File: config.mk
export PLATFORM = sky130hd
export DESIGN_NAME = derc_top
export DESIGN_NICKNAME = d
export VERILOG_FILES = /design/src/verilog/derc_pkg.sv /design/src/verilog/derc_quad_channel.sv /design/src/verilog/derc_top.sv
export SDC_FILE = /design/constraint.sdc
export NUM_CORES = 2
export LEC_CHECK = 0
export BUFFER_PORTS_ARGS = -buffer_cell sky130_fd_sc_hd__buf_2
export CAP_MARGIN = 20
export CORE_UTILIZATION = 55
export CTS_CLUSTER_DIAMETER = 200
export CTS_CLUSTER_SIZE = 20
export DETAILED_ROUTE_END_ITERATION = 10
export PLACE_DENSITY_LB_ADDON = 0.3
export SETUP_SLACK_MARGIN = 0.05
export SKIP_LAST_GASP = 1
export SLEW_MARGIN = 20
export SYNTH_ARGS = -nofsm -noshare
export SYNTH_HDL_FRONTEND = slang
export SYNTH_SLANG_ARGS = --single-unit
File: constraint.sdc
create_clock -name sys_clk -period 11.15 [get_ports sys_clk]
set_input_delay 1.115 -clock sys_clk [delete_from_list [all_inputs] [get_ports sys_clk]]
set_output_delay 1.115 -clock sys_clk [all_outputs]
set_load 0.03 [all_outputs]
File: src/verilog/derc_pkg.sv
// Shared constants for the dual encoder readout and command block.
// Assumes one 125 MHz clock and a byte-wide packet link to the host.
package derc_pkg;

  // ----------------------------------------------------------------
  // Timing
  // ----------------------------------------------------------------
  localparam int CLK_HZ = 125_000_000;
  localparam int WINDOW_HZ = 300;
  localparam int WINDOW_CYC = CLK_HZ / WINDOW_HZ;

  // ----------------------------------------------------------------
  // Command numbers
  // ----------------------------------------------------------------
  localparam logic [7:0] CMD_CNT1 = 8'h10;
  localparam logic [7:0] CMD_CNT2 = 8'h11;
  localparam logic [7:0] CMD_SPD1 = 8'h12;
  localparam logic [7:0] CMD_SPD2 = 8'h13;
  localparam logic [7:0] CMD_CLR = 8'h14;
  localparam logic [7:0] CMD_PRE1 = 8'h16;
  localparam logic [7:0] CMD_PRE2 = 8'h17;
  localparam logic [7:0] CMD_RAW1 = 8'h1E;
  localparam logic [7:0] CMD_RAW2 = 8'h1F;
  localparam logic [7:0] CMD_CNTS = 8'h4E;
  localparam logic [7:0] CMD_SPDS = 8'h4F;
  localparam logic [7:0] ACK_BYTE = 8'hFF;

  // ----------------------------------------------------------------
  // Frame layout and checksum
  // ----------------------------------------------------------------
  localparam logic [2:0] PAY_LAST = 3'h3;
  localparam logic [3:0] LEN_ACK = 4'h1;
  localparam logic [3:0] LEN_ONE = 4'h5;
  localparam logic [3:0] LEN_TWO = 4'h8;
  localparam logic [3:0] LEN_CRC = 4'h2;
  localparam logic [3:0] LEN_LAST = 4'h1;
  localparam logic [15:0] CRC_POLY = 16'h1021;
  localparam logic [15:0] CRC_INIT = 16'h0000;

  // ----------------------------------------------------------------
  // Status byte and absolute scaling
  // ----------------------------------------------------------------
  localparam int ST_UNDER = 0;
  localparam int ST_DIR = 1;
  localparam int ST_OVER = 2;
  localparam logic [31:0] CNT_MAX = 32'hFFFF_FFFF;
  localparam logic [11:0] ABS_NUM = 12'h519;
  localparam int ABS_SHIFT = 10;
  localparam logic [10:0] ABS_SAT = 11'h7FF;

  // ----------------------------------------------------------------
  // Register port map
  // ----------------------------------------------------------------
  localparam logic [4:0] REG_CTRL = 5'h00;
  localparam logic [4:0] REG_STAT = 5'h04;
  localparam logic [4:0] REG_CNT1 = 5'h08;
  localparam logic [4:0] REG_CNT2 = 5'h0C;
  localparam logic [4:0] REG_RAW1 = 5'h10;
  localparam logic [4:0] REG_RAW2 = 5'h14;
  localparam int CTRL_ABS1 = 0;
  localparam int CTRL_ABS2 = 1;
  localparam int CTRL_NODE = 8;
  localparam logic [31:0] CTRL_RST = 32'h0000_8000;

  typedef enum logic [2:0] {
    DERC_ADDR, DERC_CMD, DERC_PAY, DERC_CRCH, DERC_CRCL, DERC_TX
  } derc_state_e;

endpackage : derc_pkg

File: src/verilog/derc_quad_channel.sv
// One encoder channel: quadrature counter, sticky flags, window speed.
// Assumes quadrature and absolute inputs are synchronous to sys_clk.
`timescale 1ns/1ps
module derc_quad_channel #(
  parameter int WINDOW_CYC = derc_pkg::WINDOW_CYC
) (
  input wire logic sys_clk,
  input wire logic rst,
  input wire logic ce,
  input wire logic quad_a,
  input wire logic quad_b,
  input wire logic abs_mode,
  input wire logic [11:0] abs_code,
  input wire logic load,
  input wire logic [31:0] load_val,
  input wire logic [1:0] flag_clr,
  output logic [31:0] count_value,
  output logic [7:0] status,
  output logic [31:0] raw_rate,
  output logic [31:0] filt_rate,
  output logic dir
);
  import derc_pkg::*;

  localparam int WW = $clog2(WINDOW_CYC);

  logic [1:0] prev_ab;
  logic [31:0] count;
  logic under;
  logic over;
  logic [WW-1:0] wcnt;
  logic [23:0] acc;

  // ----------------------------------------------------------------
  // Quadrature step decode
  // ----------------------------------------------------------------
  wire [3:0] trans = {prev_ab, quad_a, quad_b};
  wire fwd = !abs_mode && (trans == 4'h1 || trans == 4'h7 || trans == 4'hE || trans == 4'h8);
  wire bwd = !abs_mode && (trans == 4'h2 || trans == 4'hB || trans == 4'hD || trans == 4'h4);
  wire do_load = load && !abs_mode;
  wire over_set = fwd && !do_load && count == CNT_MAX;
  wire under_set = bwd && !do_load && count == 32'h0000_0000;
  wire win_end = wcnt == WW'(WINDOW_CYC - 1);
  wire [23:0] next_acc = acc + (fwd ? 24'h00_0001 : 24'h00_0000)
    - (bwd ? 24'h00_0001 : 24'h00_0000);
  wire [23:0] mag = next_acc[23] ? 24'h00_0000 - next_acc : next_acc;
  wire [31:0] next_raw = 32'(mag) * 32'(WINDOW_HZ);
  wire [32:0] filt_sum = {1'b0, filt_rate} + {1'b0, next_raw};

  assign count_value = abs_mode ? {20'h0_0000, abs_code} : count;
  assign status = {5'h00, over, dir, under};

  // ----------------------------------------------------------------
  // Counter and flags
  // ----------------------------------------------------------------
  always_ff @(posedge sys_clk) begin
    if (rst) begin
      // Track the pins so release gives no false step
      prev_ab <= {quad_a, quad_b};
      count <= 32'h0000_0000;
      under <= 1'b0;
      over <= 1'b0;
      dir <= 1'b0;
    end else if (ce) begin
      prev_ab <= {quad_a, quad_b};
      if (do_load) begin
        count <= load_val;
      end else if (fwd) begin
        count <= count + 32'h0000_0001;
      end else if (bwd) begin
        count <= count - 32'h0000_0001;
      end
      under <= (under && !flag_clr[0]) || under_set;
      over <= (over && !flag_clr[1]) || over_set;
      if (fwd || bwd) begin
        dir <= bwd;
      end
    end
  end

  // ----------------------------------------------------------------
  // Speed window
  // ----------------------------------------------------------------
  always_ff @(posedge sys_clk) begin
    if (rst) begin
      wcnt <= '0;
      acc <= 24'h00_0000;
      raw_rate <= 32'h0000_0000;
      filt_rate <= 32'h0000_0000;
    end else if (ce) begin
      if (win_end) begin
        wcnt <= '0;
        acc <= 24'h00_0000;
        raw_rate <= next_raw;
        filt_rate <= filt_sum[32:1];
      end else begin
        wcnt <= wcnt + WW'(1);
        acc <= next_acc;
      end
    end
  end
endmodule : derc_quad_channel

File: src/verilog/derc_top.sv
// Dual encoder readout with a packet command engine and a register port.
// Assumes host bytes arrive on a valid/ready stream and leave the same way.
`timescale 1ns/1ps
module derc_top #(
  parameter int WINDOW_CYC = derc_pkg::WINDOW_CYC
) (
  input wire logic sys_clk,
  input wire logic rst,
  input wire logic ce,
  input wire logic quad1_a,
  input wire logic quad1_b,
  input wire logic quad2_a,
  input wire logic quad2_b,
  input wire logic [11:0] abs1_code,
  input wire logic [11:0] abs2_code,
  input wire logic [7:0] rx_data,
  input wire logic rx_valid,
  output logic rx_ready,
  output logic [7:0] tx_data,
  output logic tx_valid,
  input wire logic tx_ready,
  input wire logic [4:0] reg_addr,
  input wire logic [31:0] reg_wdata,
  input wire logic reg_wr,
  input wire logic reg_rd,
  output logic [31:0] reg_rdata
);
  import derc_pkg::*;

  // ----------------------------------------------------------------
  // Helpers
  // ----------------------------------------------------------------
  function automatic logic [15:0] derc_crc_step(input logic [15:0] c, input logic [7:0] d);
    logic [15:0] r;
    r = c ^ {d, 8'h00};
    for (int i = 0; i < 8; i++) begin
      r = r[15] ? ((r << 1) ^ CRC_POLY) : (r << 1);
    end
    return r;
  endfunction : derc_crc_step

  function automatic logic derc_known(input logic [7:0] c);
    return c == CMD_CNT1 || c == CMD_CNT2 || c == CMD_SPD1 || c == CMD_SPD2
      || c == CMD_CLR || c == CMD_PRE1 || c == CMD_PRE2 || c == CMD_RAW1
      || c == CMD_RAW2 || c == CMD_CNTS || c == CMD_SPDS;
  endfunction : derc_known

  function automatic logic derc_is_write(input logic [7:0] c);
    return c == CMD_CLR || c == CMD_PRE1 || c == CMD_PRE2;
  endfunction : derc_is_write

  function automatic logic [10:0] derc_abs_scale(input logic [11:0] code);
    logic [23:0] prod;
    logic [13:0] q;
    prod = code * ABS_NUM;
    q = prod[ABS_SHIFT +: 14];
    return (q > 14'(ABS_SAT)) ? ABS_SAT : q[10:0];
  endfunction : derc_abs_scale

  // ----------------------------------------------------------------
  // State
  // ----------------------------------------------------------------
  derc_state_e state;
  logic [7:0] cmd;
  logic [31:0] pay;
  logic [2:0] pay_cnt;
  logic [15:0] crc;
  logic [7:0] crc_hi;
  logic [71:0] buf_q;
  logic [3:0] dcnt;
  logic with_crc;
  logic in_crc;
  logic clr_on_last;
  logic clr_ch;
  logic [1:0] clr_mask;
  logic [31:0] ctrl;

  logic [1:0] q_a;
  logic [1:0] q_b;
  logic [1:0] abs_mode;
  logic [11:0] abs_code [2];
  logic [1:0] load;
  logic [1:0] flag_clr [2];
  logic [31:0] cnt [2];
  logic [7:0] stat [2];
  logic [31:0] raw [2];
  logic [31:0] filt [2];
  logic [1:0] dir;

  // ----------------------------------------------------------------
  // Channels
  // ----------------------------------------------------------------
  assign q_a = {quad2_a, quad1_a};
  assign q_b = {quad2_b, quad1_b};
  assign abs_mode = {ctrl[CTRL_ABS2], ctrl[CTRL_ABS1]};
  assign abs_code[0] = abs1_code;
  assign abs_code[1] = abs2_code;

  wire rx_fire = rx_valid && rx_ready && ce;
  wire tx_fire = tx_valid && tx_ready && ce;
  wire [7:0] node = ctrl[CTRL_NODE +: 8];
  wire [15:0] rx_crc = derc_crc_step(crc, rx_data);
  wire [15:0] tx_crc = derc_crc_step(crc, tx_data);
  wire frame_ok = rx_fire && state == DERC_CRCL && {crc_hi, rx_data} == crc;
  wire clr_fire = tx_fire && !in_crc && clr_on_last && dcnt == LEN_LAST;

  generate
    for (genvar g = 0; g < 2; g++) begin : g_ch
      assign load[g] = frame_ok && (cmd == CMD_CLR
        || (cmd == (g == 0 ? CMD_PRE1 : CMD_PRE2)));
      assign flag_clr[g] = (clr_fire && clr_ch == 1'(g)) ? clr_mask : 2'h0;
      derc_quad_channel #(
        .WINDOW_CYC(WINDOW_CYC)
      ) u_ch (
        .sys_clk(sys_clk),
        .rst(rst),
        .ce(ce),
        .quad_a(q_a[g]),
        .quad_b(q_b[g]),
        .abs_mode(abs_mode[g]),
        .abs_code(abs_code[g]),
        .load(load[g]),
        .load_val(cmd == CMD_CLR ? 32'h0000_0000 : pay),
        .flag_clr(flag_clr[g]),
        .count_value(cnt[g]),
        .status(stat[g]),
        .raw_rate(raw[g]),
        .filt_rate(filt[g]),
        .dir(dir[g])
      );
    end
  endgenerate

  // ----------------------------------------------------------------
  // Response build
  // ----------------------------------------------------------------
  wire [7:0] cmd_now = (state == DERC_CMD) ? rx_data : cmd;
  wire ch = cmd_now[0];
  wire [31:0] cnt78_1 = abs_mode[0] ? {21'h00_0000, derc_abs_scale(abs1_code)} : cnt[0];
  wire [31:0] cnt78_2 = abs_mode[1] ? {21'h00_0000, derc_abs_scale(abs2_code)} : cnt[1];
  wire [7:0] dir_byte = {7'h00, dir[ch]};
  wire is_cnt = cmd_now == CMD_CNT1 || cmd_now == CMD_CNT2;
  wire is_spd = cmd_now == CMD_SPD1 || cmd_now == CMD_SPD2;
  wire is_raw = cmd_now == CMD_RAW1 || cmd_now == CMD_RAW2;
  logic [71:0] next_buf;
  logic [3:0] next_len;

  always_comb begin
    next_buf = {ACK_BYTE, 64'h0000_0000_0000_0000};
    next_len = LEN_ACK;
    if (is_cnt) begin
      next_buf = {cnt[ch], stat[ch], 32'h0000_0000};
      next_len = LEN_ONE;
    end else if (is_spd) begin
      next_buf = {filt[ch], dir_byte, 32'h0000_0000};
      next_len = LEN_ONE;
    end else if (is_raw) begin
      next_buf = {raw[ch], dir_byte, 32'h0000_0000};
      next_len = LEN_ONE;
    end else if (cmd_now == CMD_CNTS) begin
      next_buf = {cnt78_1, cnt78_2, 8'h00};
      next_len = LEN_TWO;
    end else if (cmd_now == CMD_SPDS) begin
      next_buf = {raw[0], raw[1], 8'h00};
      next_len = LEN_TWO;
    end
  end

  // ----------------------------------------------------------------
  // Command engine
  // ----------------------------------------------------------------
  assign rx_ready = state != DERC_TX;
  assign tx_valid = state == DERC_TX;
  assign tx_data = buf_q[71:64];

  always_ff @(posedge sys_clk) begin
    if (rst) begin
      state <= DERC_ADDR;
      cmd <= 8'h00;
      pay <= 32'h0000_0000;
      pay_cnt <= 3'h0;
      crc <= CRC_INIT;
      crc_hi <= 8'h00;
      buf_q <= 72'h00_0000_0000_0000_0000;
      dcnt <= 4'h0;
      with_crc <= 1'b0;
      in_crc <= 1'b0;
      clr_on_last <= 1'b0;
      clr_ch <= 1'b0;
      clr_mask <= 2'h0;
    end else if (ce) begin
      unique case (state)
        DERC_ADDR: begin
          if (rx_fire && rx_data == node) begin
            crc <= derc_crc_step(CRC_INIT, rx_data);
            state <= DERC_CMD;
          end
        end
        DERC_CMD: begin
          if (rx_fire) begin
            cmd <= rx_data;
            crc <= rx_crc;
            pay_cnt <= 3'h0;
            if (!derc_known(rx_data)) begin
              state <= DERC_ADDR;
            end else if (rx_data == CMD_PRE1 || rx_data == CMD_PRE2) begin
              state <= DERC_PAY;
            end else if (derc_is_write(rx_data)) begin
              state <= DERC_CRCH;
            end else begin
              buf_q <= next_buf;
              dcnt <= next_len;
              with_crc <= 1'b1;
              in_crc <= 1'b0;
              clr_on_last <= is_cnt;
              clr_ch <= ch;
              clr_mask <= {stat[ch][ST_OVER], stat[ch][ST_UNDER]};
              crc <= rx_crc;
              state <= DERC_TX;
            end
          end
        end
        DERC_PAY: begin
          if (rx_fire) begin
            pay <= {pay[23:0], rx_data};
            crc <= rx_crc;
            pay_cnt <= pay_cnt + 3'h1;
            if (pay_cnt == PAY_LAST) begin
              state <= DERC_CRCH;
            end
          end
        end
        DERC_CRCH: begin
          if (rx_fire) begin
            crc_hi <= rx_data;
            state <= DERC_CRCL;
          end
        end
        DERC_CRCL: begin
          if (rx_fire) begin
            if (frame_ok) begin
              buf_q <= next_buf;
              dcnt <= LEN_ACK;
              with_crc <= 1'b0;
              in_crc <= 1'b0;
              clr_on_last <= 1'b0;
              state <= DERC_TX;
            end else begin
              state <= DERC_ADDR;
            end
          end
        end
        DERC_TX: begin
          if (tx_fire) begin
            if (!in_crc) begin
              crc <= tx_crc;
            end
            if (dcnt == LEN_LAST) begin
              if (with_crc && !in_crc) begin
                buf_q <= {tx_crc, 56'h00_0000_0000_0000};
                dcnt <= LEN_CRC;
                in_crc <= 1'b1;
              end else begin
                state <= DERC_ADDR;
              end
            end else begin
              buf_q <= {buf_q[63:0], 8'h00};
              dcnt <= dcnt - 4'h1;
            end
          end
        end
      endcase
    end
  end

  // ----------------------------------------------------------------
  // Register port
  // ----------------------------------------------------------------
  wire [31:0] stat_word = {21'h00_0000, stat[1][2:0], 5'h00, stat[0][2:0]};
  logic [31:0] rd_mux;

  always_comb begin
    unique case (reg_addr)
      REG_CTRL: rd_mux = ctrl;
      REG_STAT: rd_mux = stat_word;
      REG_CNT1: rd_mux = cnt[0];
      REG_CNT2: rd_mux = cnt[1];
      REG_RAW1: rd_mux = raw[0];
      REG_RAW2: rd_mux = raw[1];
      default: rd_mux = 32'h0000_0000;
    endcase
  end

  always_ff @(posedge sys_clk) begin
    if (rst) begin
      ctrl <= CTRL_RST;
      reg_rdata <= 32'h0000_0000;
    end else if (ce) begin
      if (reg_wr && reg_addr == REG_CTRL) begin
        ctrl <= reg_wdata;
      end
      reg_rdata <= reg_rd ? rd_mux : 32'h0000_0000;
    end
  end
endmodule : derc_top
# [Yosys cells after proc, flatten, opt, wreduce, memory -nomap -nowiden]
# Cells that the tools add are included.
[classes] add_sub_neg=16 mul=4 n_lt_le_gt_ge=4 eq_ne=74 muxes=142 bitwise_logic=30 reduce_logical=108
[ops] op="72-bit 2-to-1 mux" count=14
[ops] op="32-bit 2-to-1 mux" count=21
[ops] op="13-bit 2-to-1 mux" count=24
[ops] op="72-bit case mux with 3 select lines" count=1
[ops] op="32-bit case mux with 6 select lines" count=1
[ops] op="8-bit by 5-bit == test with 1-bit output (second input constant)" count=18
[ops] op="24-bit 2-to-1 mux" count=4
[ops] op="3-bit NOT" count=24
[ops] op="32-bit by 32-bit adder with 33-bit output" count=2
[ops] op="32-bit by 1-bit adder with 32-bit output (second input constant)" count=2
[ops] op="32-bit == test (second input constant)" count=2
[ops] op="32-bit logical NOT" count=2
[ops] op="16-bit 2-to-1 mux" count=4
[ops] op="32-bit by 1-bit subtractor with 32-bit output (second input constant)" count=2
[ops] op="24-bit by 7-bit multiplier with 30-bit output (second input constant)" count=2
[ops] op="4-bit 2-to-1 mux" count=14
[ops] op="24-bit adder" count=2
[ops] op="3-bit 2-to-1 mux" count=16
[ops] op="16-bit case mux with 3 select lines" count=1
[ops] op="1-bit by 24-bit subtractor with 24-bit output (first input constant)" count=2
[ops] op="24-bit subtractor" count=2
[ops] op="12-bit by 11-bit multiplier with 23-bit output (second input constant)" count=2
[ops] op="19-bit by 1-bit adder with 19-bit output (second input constant)" count=2
[ops] op="19-bit == test (second input constant)" count=2
[ops] op="other kinds (50)" count=212
[word_totals] register_bits=500 inputBits=80 output_inout_bits=42 wordCells=411

# [Longest topological paths before layout]
[depth] word_depth=21 depth_mapped=44

# [Cells and area by module]
# Synthesis repeated with hierarchy kept, for this count alone.
[unflattened] hier_cells=5759 hier_area_um2=44961.9
[by_module_without_submodules] mod="derc_top" instances=1 cells_each=2296 area_per_inst_um2=17564.3 seq_area_each_um2=4164.0
[by_module_without_submodules] mod="derc_quad_channel (g_ch[1].u_ch)" instances=1 cells_each=1743 area_per_inst_um2=13720.7 seq_area_each_um2=2862.7
[by_module_without_submodules] mod="derc_quad_channel (g_ch[0].u_ch)" instances=1 cells_each=1720 area_per_inst_um2=13676.9 seq_area_each_um2=2862.7

# [Worst setup path before layout]
# OpenSTA, ideal clock, no wires.
[synth_path] kind="input to register" start="input port quad2_b" end="register g_ch[1].u_ch.filt_rate[31]" setup_time_ns=0.125 t_arrival_ns=10.184 t_required_ns=11.025 path_slack_ns=0.841 stages=39 path_buffers=2 path_cell_list="xnor2_1 > or3_1 > clkbuf_1 > inv_1 > ha_1 > a211oi_2 > o21ai_1 > a31oi_4 > o21ai_1 > a311o_1 > a31o_2 > mux2i_1 > nor2_1 > clkbuf_1 > o21bai_1 > xnor2_1 > ha_1 > ha_1 > (+3 left out) > a21o_1 > a31o_2 > a2bb2oi_1 > o31a_1 > nand2b_1 > a21oi_1 > xnor2_1 > ha_1 > a21o_1 > a21o_1 > a21o_1 > a21oi_1 > o21a_1 > o211ai_1 > a41o_1 > a31oi_1 > nor2b_1 > o41a_1"
[synth_between] elab_chain_len=12
[synth_rtl] element="start, declared" line="derc_top.sv:13" text="input wire logic quad2_b,"
[synth_rtl] element="4-bit by 1-bit == test with 1-bit output or 4-bit by 3-bit == test with 1-bit output (tied branches)" line="derc_quad_channel.sv:38" text="wire fwd = !abs_mode && (trans == 4'h1 || trans == 4'h7 || trans == 4'hE || trans == 4'h8);"
[synth_rtl] element="1-bit logical OR (3 in a row)" line="derc_quad_channel.sv:38"
[synth_rtl] element="1-bit logical AND" line="derc_quad_channel.sv:38"
[synth_rtl] element="1-bit 2-to-1 mux" line="derc_quad_channel.sv:44" text="wire [23:0] next_acc = acc + (fwd ? 24'h00_0001 : 24'h00_0000)"
[synth_rtl] element="24-bit adder" line="derc_quad_channel.sv:44"
[synth_rtl] element="24-bit subtractor *" line="derc_quad_channel.sv:45" text="- (bwd ? 24'h00_0001 : 24'h00_0000);"
[synth_rtl] element="1-bit by 24-bit subtractor with 24-bit output" line="derc_quad_channel.sv:46" text="wire [23:0] mag = next_acc[23] ? 24'h00_0000 - next_acc : next_acc;"
[synth_rtl] element="24-bit 2-to-1 mux *" line="derc_quad_channel.sv:46"
[synth_rtl] element="24-bit by 7-bit multiplier with 30-bit output *" line="derc_quad_channel.sv:47" text="wire [31:0] next_raw = 32'(mag) * 32'(WINDOW_HZ);"
[synth_rtl] element="named net g_ch[1].u_ch.next_raw[19]" line="derc_quad_channel.sv:47"
[synth_rtl] element="32-bit by 32-bit adder with 33-bit output *" line="derc_quad_channel.sv:48" text="wire [32:0] filt_sum = {1'b0, filt_rate} + {1'b0, next_raw};"
[synth_rtl] element="end signal, assigned" line="derc_quad_channel.sv:95" text="filt_rate <= filt_sum[32:1];"
[synth_rtl] element="end, declared" line="derc_quad_channel.sv:20" text="output logic [31:0] filt_rate,"
# The timed path passes the listed nets; every way through them passes the cells marked *.
# A chain may end at the register's enable or synchronous reset.

# [Final worst setup path]
[layout_path] start="input port quad1_b" end="register g_ch[0].u_ch.filt_rate[30]"
[layout_rtl] element="start, declared" line="derc_top.sv:11" text="input wire logic quad1_b,"
[layout_rtl] element="4-bit by 2-bit == test with 1-bit output or 4-bit == test (tied branches)" line="derc_quad_channel.sv:39" text="wire bwd = !abs_mode && (trans == 4'h2 || trans == 4'hB || trans == 4'hD || trans == 4'h4);"
[layout_rtl] element="1-bit logical OR (2 in a row)" line="derc_quad_channel.sv:39"
[layout_rtl] element="1-bit logical OR *" line="derc_quad_channel.sv:39"
[layout_rtl] element="1-bit logical AND *" line="derc_quad_channel.sv:39"
[layout_rtl] element="named net g_ch[0].u_ch.bwd" line="derc_quad_channel.sv:39"
[layout_rtl] element="1-bit 2-to-1 mux *" line="derc_quad_channel.sv:45"
[layout_rtl] element="24-bit subtractor *" line="derc_quad_channel.sv:45"
[layout_rtl] element="1-bit by 24-bit subtractor with 24-bit output" line="derc_quad_channel.sv:46"
[layout_rtl] element="24-bit 2-to-1 mux *" line="derc_quad_channel.sv:46"
[layout_rtl] element="24-bit by 7-bit multiplier with 30-bit output *" line="derc_quad_channel.sv:47"
[layout_rtl] element="named net g_ch[0].u_ch.next_raw[16]" line="derc_quad_channel.sv:47"
[layout_rtl] element="32-bit by 32-bit adder with 33-bit output *" line="derc_quad_channel.sv:48"
[layout_rtl] element="end signal, assigned" line="derc_quad_channel.sv:95"
[layout_rtl] element="end, declared" line="derc_quad_channel.sv:20"
# Marked as above.

==> impl_metrics.py <==
metrics = {
    "synthesis": {
        "synth_edf_count": 4,
        "synth_ff_type": "dfxtp_1",
        "synthTopCellsByCount": "628 x nand2_1, 539 x ha_1, 488 x dfxtp_1, 484 x a21oi_1, 417 x nor2_1",
        "syn_avg_cell_area_sq_um": 8.00,
        "async_flop_share": 0,
        "synth.yosys.warnings": 0,
        "synth_seq_cells": 492,
        "netlist_instances": 5327,
        "yosysUniqueCellTypes": 95,
        "syn_area_sq_mm": 0.0426,
        "yosysSeqAreaShare": 0.232,
        "yosysMostFrequentCell": "nand2_1",
        "synth_top_cell_by_area": "dfxtp_1",
        "syn-num-nets": 6068,
        "synth_top_area_frac": 0.229,
        "yosys-top-cells-area": "dfxtp_1 23%, ha_1 16%, fa_1 5.7%, a21oi_1 5.7%, nand2_1 5.5%",
    },
    "timing": {
        "period_share": 0.913,
        "setup_tns_ns": 0,
        "final_hold_viol_count": 0,
        "final-max-slew-violation-count": 0,
        "rsz0062_at_grt": "false",
        "relSlewSlack": 0.131,
        "fin_crit_ns": 10.18,
        "fin_worst_skew_ns": 0.0282,
        "setup_viol": 0,
        "tightest_slew_ns": 1.30,
        "max_clock_freq_ghz": 0.0982,
    },
    "clocking": {
        "clockBufferDepth": 3,
        "htree_levels": 1,
        "cts_tree": "yes",
        "cts.clk_slew.worst_paths_ns": 0.10,
        "worstSkewPairLatency_ns": 0.65,
        "cts_buffers": 28,
        "postCtsSetupBuffers": 0,
        "cts-root-buf": "clkbuf_16",
        "clock-sinks": 492,
    },
    "worst_setup_path": {
        "slowest_delay_ns": 0.47,
        "crit_type": "in -> reg",
        "worstSetupEndpointType": "flip-flop",
        "critPathRequiredTime_ns": 11.63,
        "worst_setup_path_start_kind": "primary input",
        "cpMostUsedCell": "ha_1",
        "critical_path.max_fanout": 13,
        "crit_slowest_cell": "fa_1",
        "cp.arrival_ns": 10.66,
    },
    "die": {
        "fp-row-count": 101,
        "die_w_um": 280,
        "die_h_um": 280,
        "initial_utilization": 0.558,
        "die_area_sq_mm": 0.0786,
        "pin_count": 122,
        "core_area_sq_mm": 0.0763,
    },
    "drt": {
        "wl_per_cell_um": 23.5,
        "ant_nets": 0,
        "drt_iter0_markers": 4332,
        "via_per_inst": 6.40,
        "totalWireLength_mm": 148,
        "drt_first_pass_iters": 8,
        "routed-via-count": 40400,
        "drc_errors": 0,
    },
    "global_routing": {
        "grt_antenna_before_repair": 6,
        "first_global_vias": 37800,
        "grt-ovfl-total": 0,
        "grt_usage": 0.369,
        "grt_pass1_wl_mm": 224,
        "grt_max_degree": 78,
    },
    "placement": {
        "hpwl_mm": 113,
        "gp_congestion": 1.04,
        "port_buffers": 121,
    },
    "job": {
        "maxCapViolCount": 0,
    },
    "status": {
        "status": "finished clean",
    },
    "worst_hold_path": {
        "min_path_type": "reg -> reg",
    },
    "final_layout": {
        "synthToLayoutAreaGrowth_pct": 5.28,
        "final_net_count": 6019,
        "drive_gt1_frac": 0.0559,
    },
}
stage by stage:
step                hold WS (ns)   util  std cells  instance area [sq um]  setup slack, ns
detailed placement         0.432  0.577       6277                  44100            0.296
floorplan                  0.416      -       5327                  42600            0.841
CTS                        0.449  0.587       6309                  44800            0.935
global route               0.468  0.588       6310                  44900           0.0834
finish                     0.452  0.588       6312                  44900            0.967
global placement           0.430  0.577       6277                  44100            0.605
worst max-delay path: cells and delay by family:
family / cells / cell delay (ns)
buf+inv: 5 / 0.37
simple gates: 3 / 0.49
xor+xnor: 5 / 1.14
compound gates: 23 / 4.98
fa+ha+maj: 8 / 2.54
cells by family (layout without fill, tap and decap cells):
| kind of cell | after synthesis | after routing | share of synthesized area |
|---|---|---|---|
| AO/OA/AOI/OAI | 1532 | 1532 | 0.235 |
| XOR/XNOR | 364 | 364 | 0.0755 |
| adder cells (fa/ha/maj) | 662 | 662 | 0.216 |
| buffers and inverters | 598 | 551 | 0.0536 |
| flip-flops | 492 | 492 | 0.232 |
| multiplexers | 63 | 63 | 0.0152 |
| other | 0 | 2 | 0 |
| AND/OR/NAND/NOR | 1616 | 1616 | 0.172 |
placed cells by master, fill, tap and decap left out, types with 33 or more instances in the layout:
| cell | instances |
|---|---|
| a211oi_1 | 58 |
| a21o_1 | 126 |
| a21oi_1 | 483 |
| a221oi_1 | 85 |
| a22o_1 | 81 |
| a22oi_1 | 33 |
| a311oi_1 | 42 |
| a31oi_1 | 69 |
| and3_1 | 36 |
| buf_2 | 120 |
| buf_4 | 66 |
| dfxtp_1 | 486 |
| fa_1 | 122 |
| ha_1 | 539 |
| inv_1 | 326 |
| mux2i_1 | 49 |
| nand2_1 | 628 |
| nand2b_1 | 38 |
| nand3_1 | 106 |
| nand4_1 | 48 |
| nor2_1 | 413 |
| nor2b_1 | 50 |
| nor3_1 | 131 |
| nor4_1 | 39 |
| o211ai_1 | 34 |
| o21ai_0 | 241 |
| o21bai_1 | 38 |
| o22ai_1 | 39 |
| xnor2_1 | 216 |
| xor2_1 | 144 |
cell type report:
class	count	area [sq um]
Antenna cell	2	5.00
Clock buffer	31	733
Clock inverter	1	8.76
Fill cell	7159	31500
Inverter	331	1240
Multi-Input combinational cell	4237	30600
Sequential cell	492	9890
Tap cell	1030	1290
Timing Repair Buffer	188	1120
flip-flops by register name, indices dropped and copies added, names as in the netlist, 8 cells and up:
signal	flops
buf_q	64
g_ch.u_ch.count	64
g_ch.u_ch.filt_rate	64
g_ch.u_ch.raw_rate	60
g_ch.u_ch.acc	48
g_ch.u_ch.wcnt	38
ctrl	32
pay	32
reg_rdata	32
crc	16
cmd	8
crc_hi	8
path summary, 6_finish.rpt:
| path | from | end | slack, ns | cells after the start |
|---|---|---|---|---|
| worst max register to register | g_ch[0].u_ch.prev_ab[1] | g_ch[0].u_ch.filt_rate[30] | 1.16 | 43 |
| worst max-delay path | quad1_b | g_ch[0].u_ch.filt_rate[30] | 0.97 | 44 |
| worst min-delay path | buf_q[10] | buf_q[10] | 0.45 | 2 |
| worst min register to register | buf_q[10] | buf_q[10] | 0.45 | 2 |
routing by layer:
| metal | global-route usage | share of wire | vias to the layer above |
|---|---|---|---|
| li1 | - | - | 19000 |
| met1 | 0.484 | 0.41 | 19100 |
| met2 | 0.571 | 0.43 | 1863 |
| met3 | 0.0610 | 0.091 | 433 |
| met4 | 0.217 | 0.068 | 10 |
| met5 | 0 | 0.00045 | - |
timing repair:
action,in CTS,in global routing
gates resized for setup,0,2
hold buffers,0,0
setup endpoints to repair,0,1
Power is not shown: default switching activity piles up to over one toggle a cycle in this logic, so the estimate is an artifact.
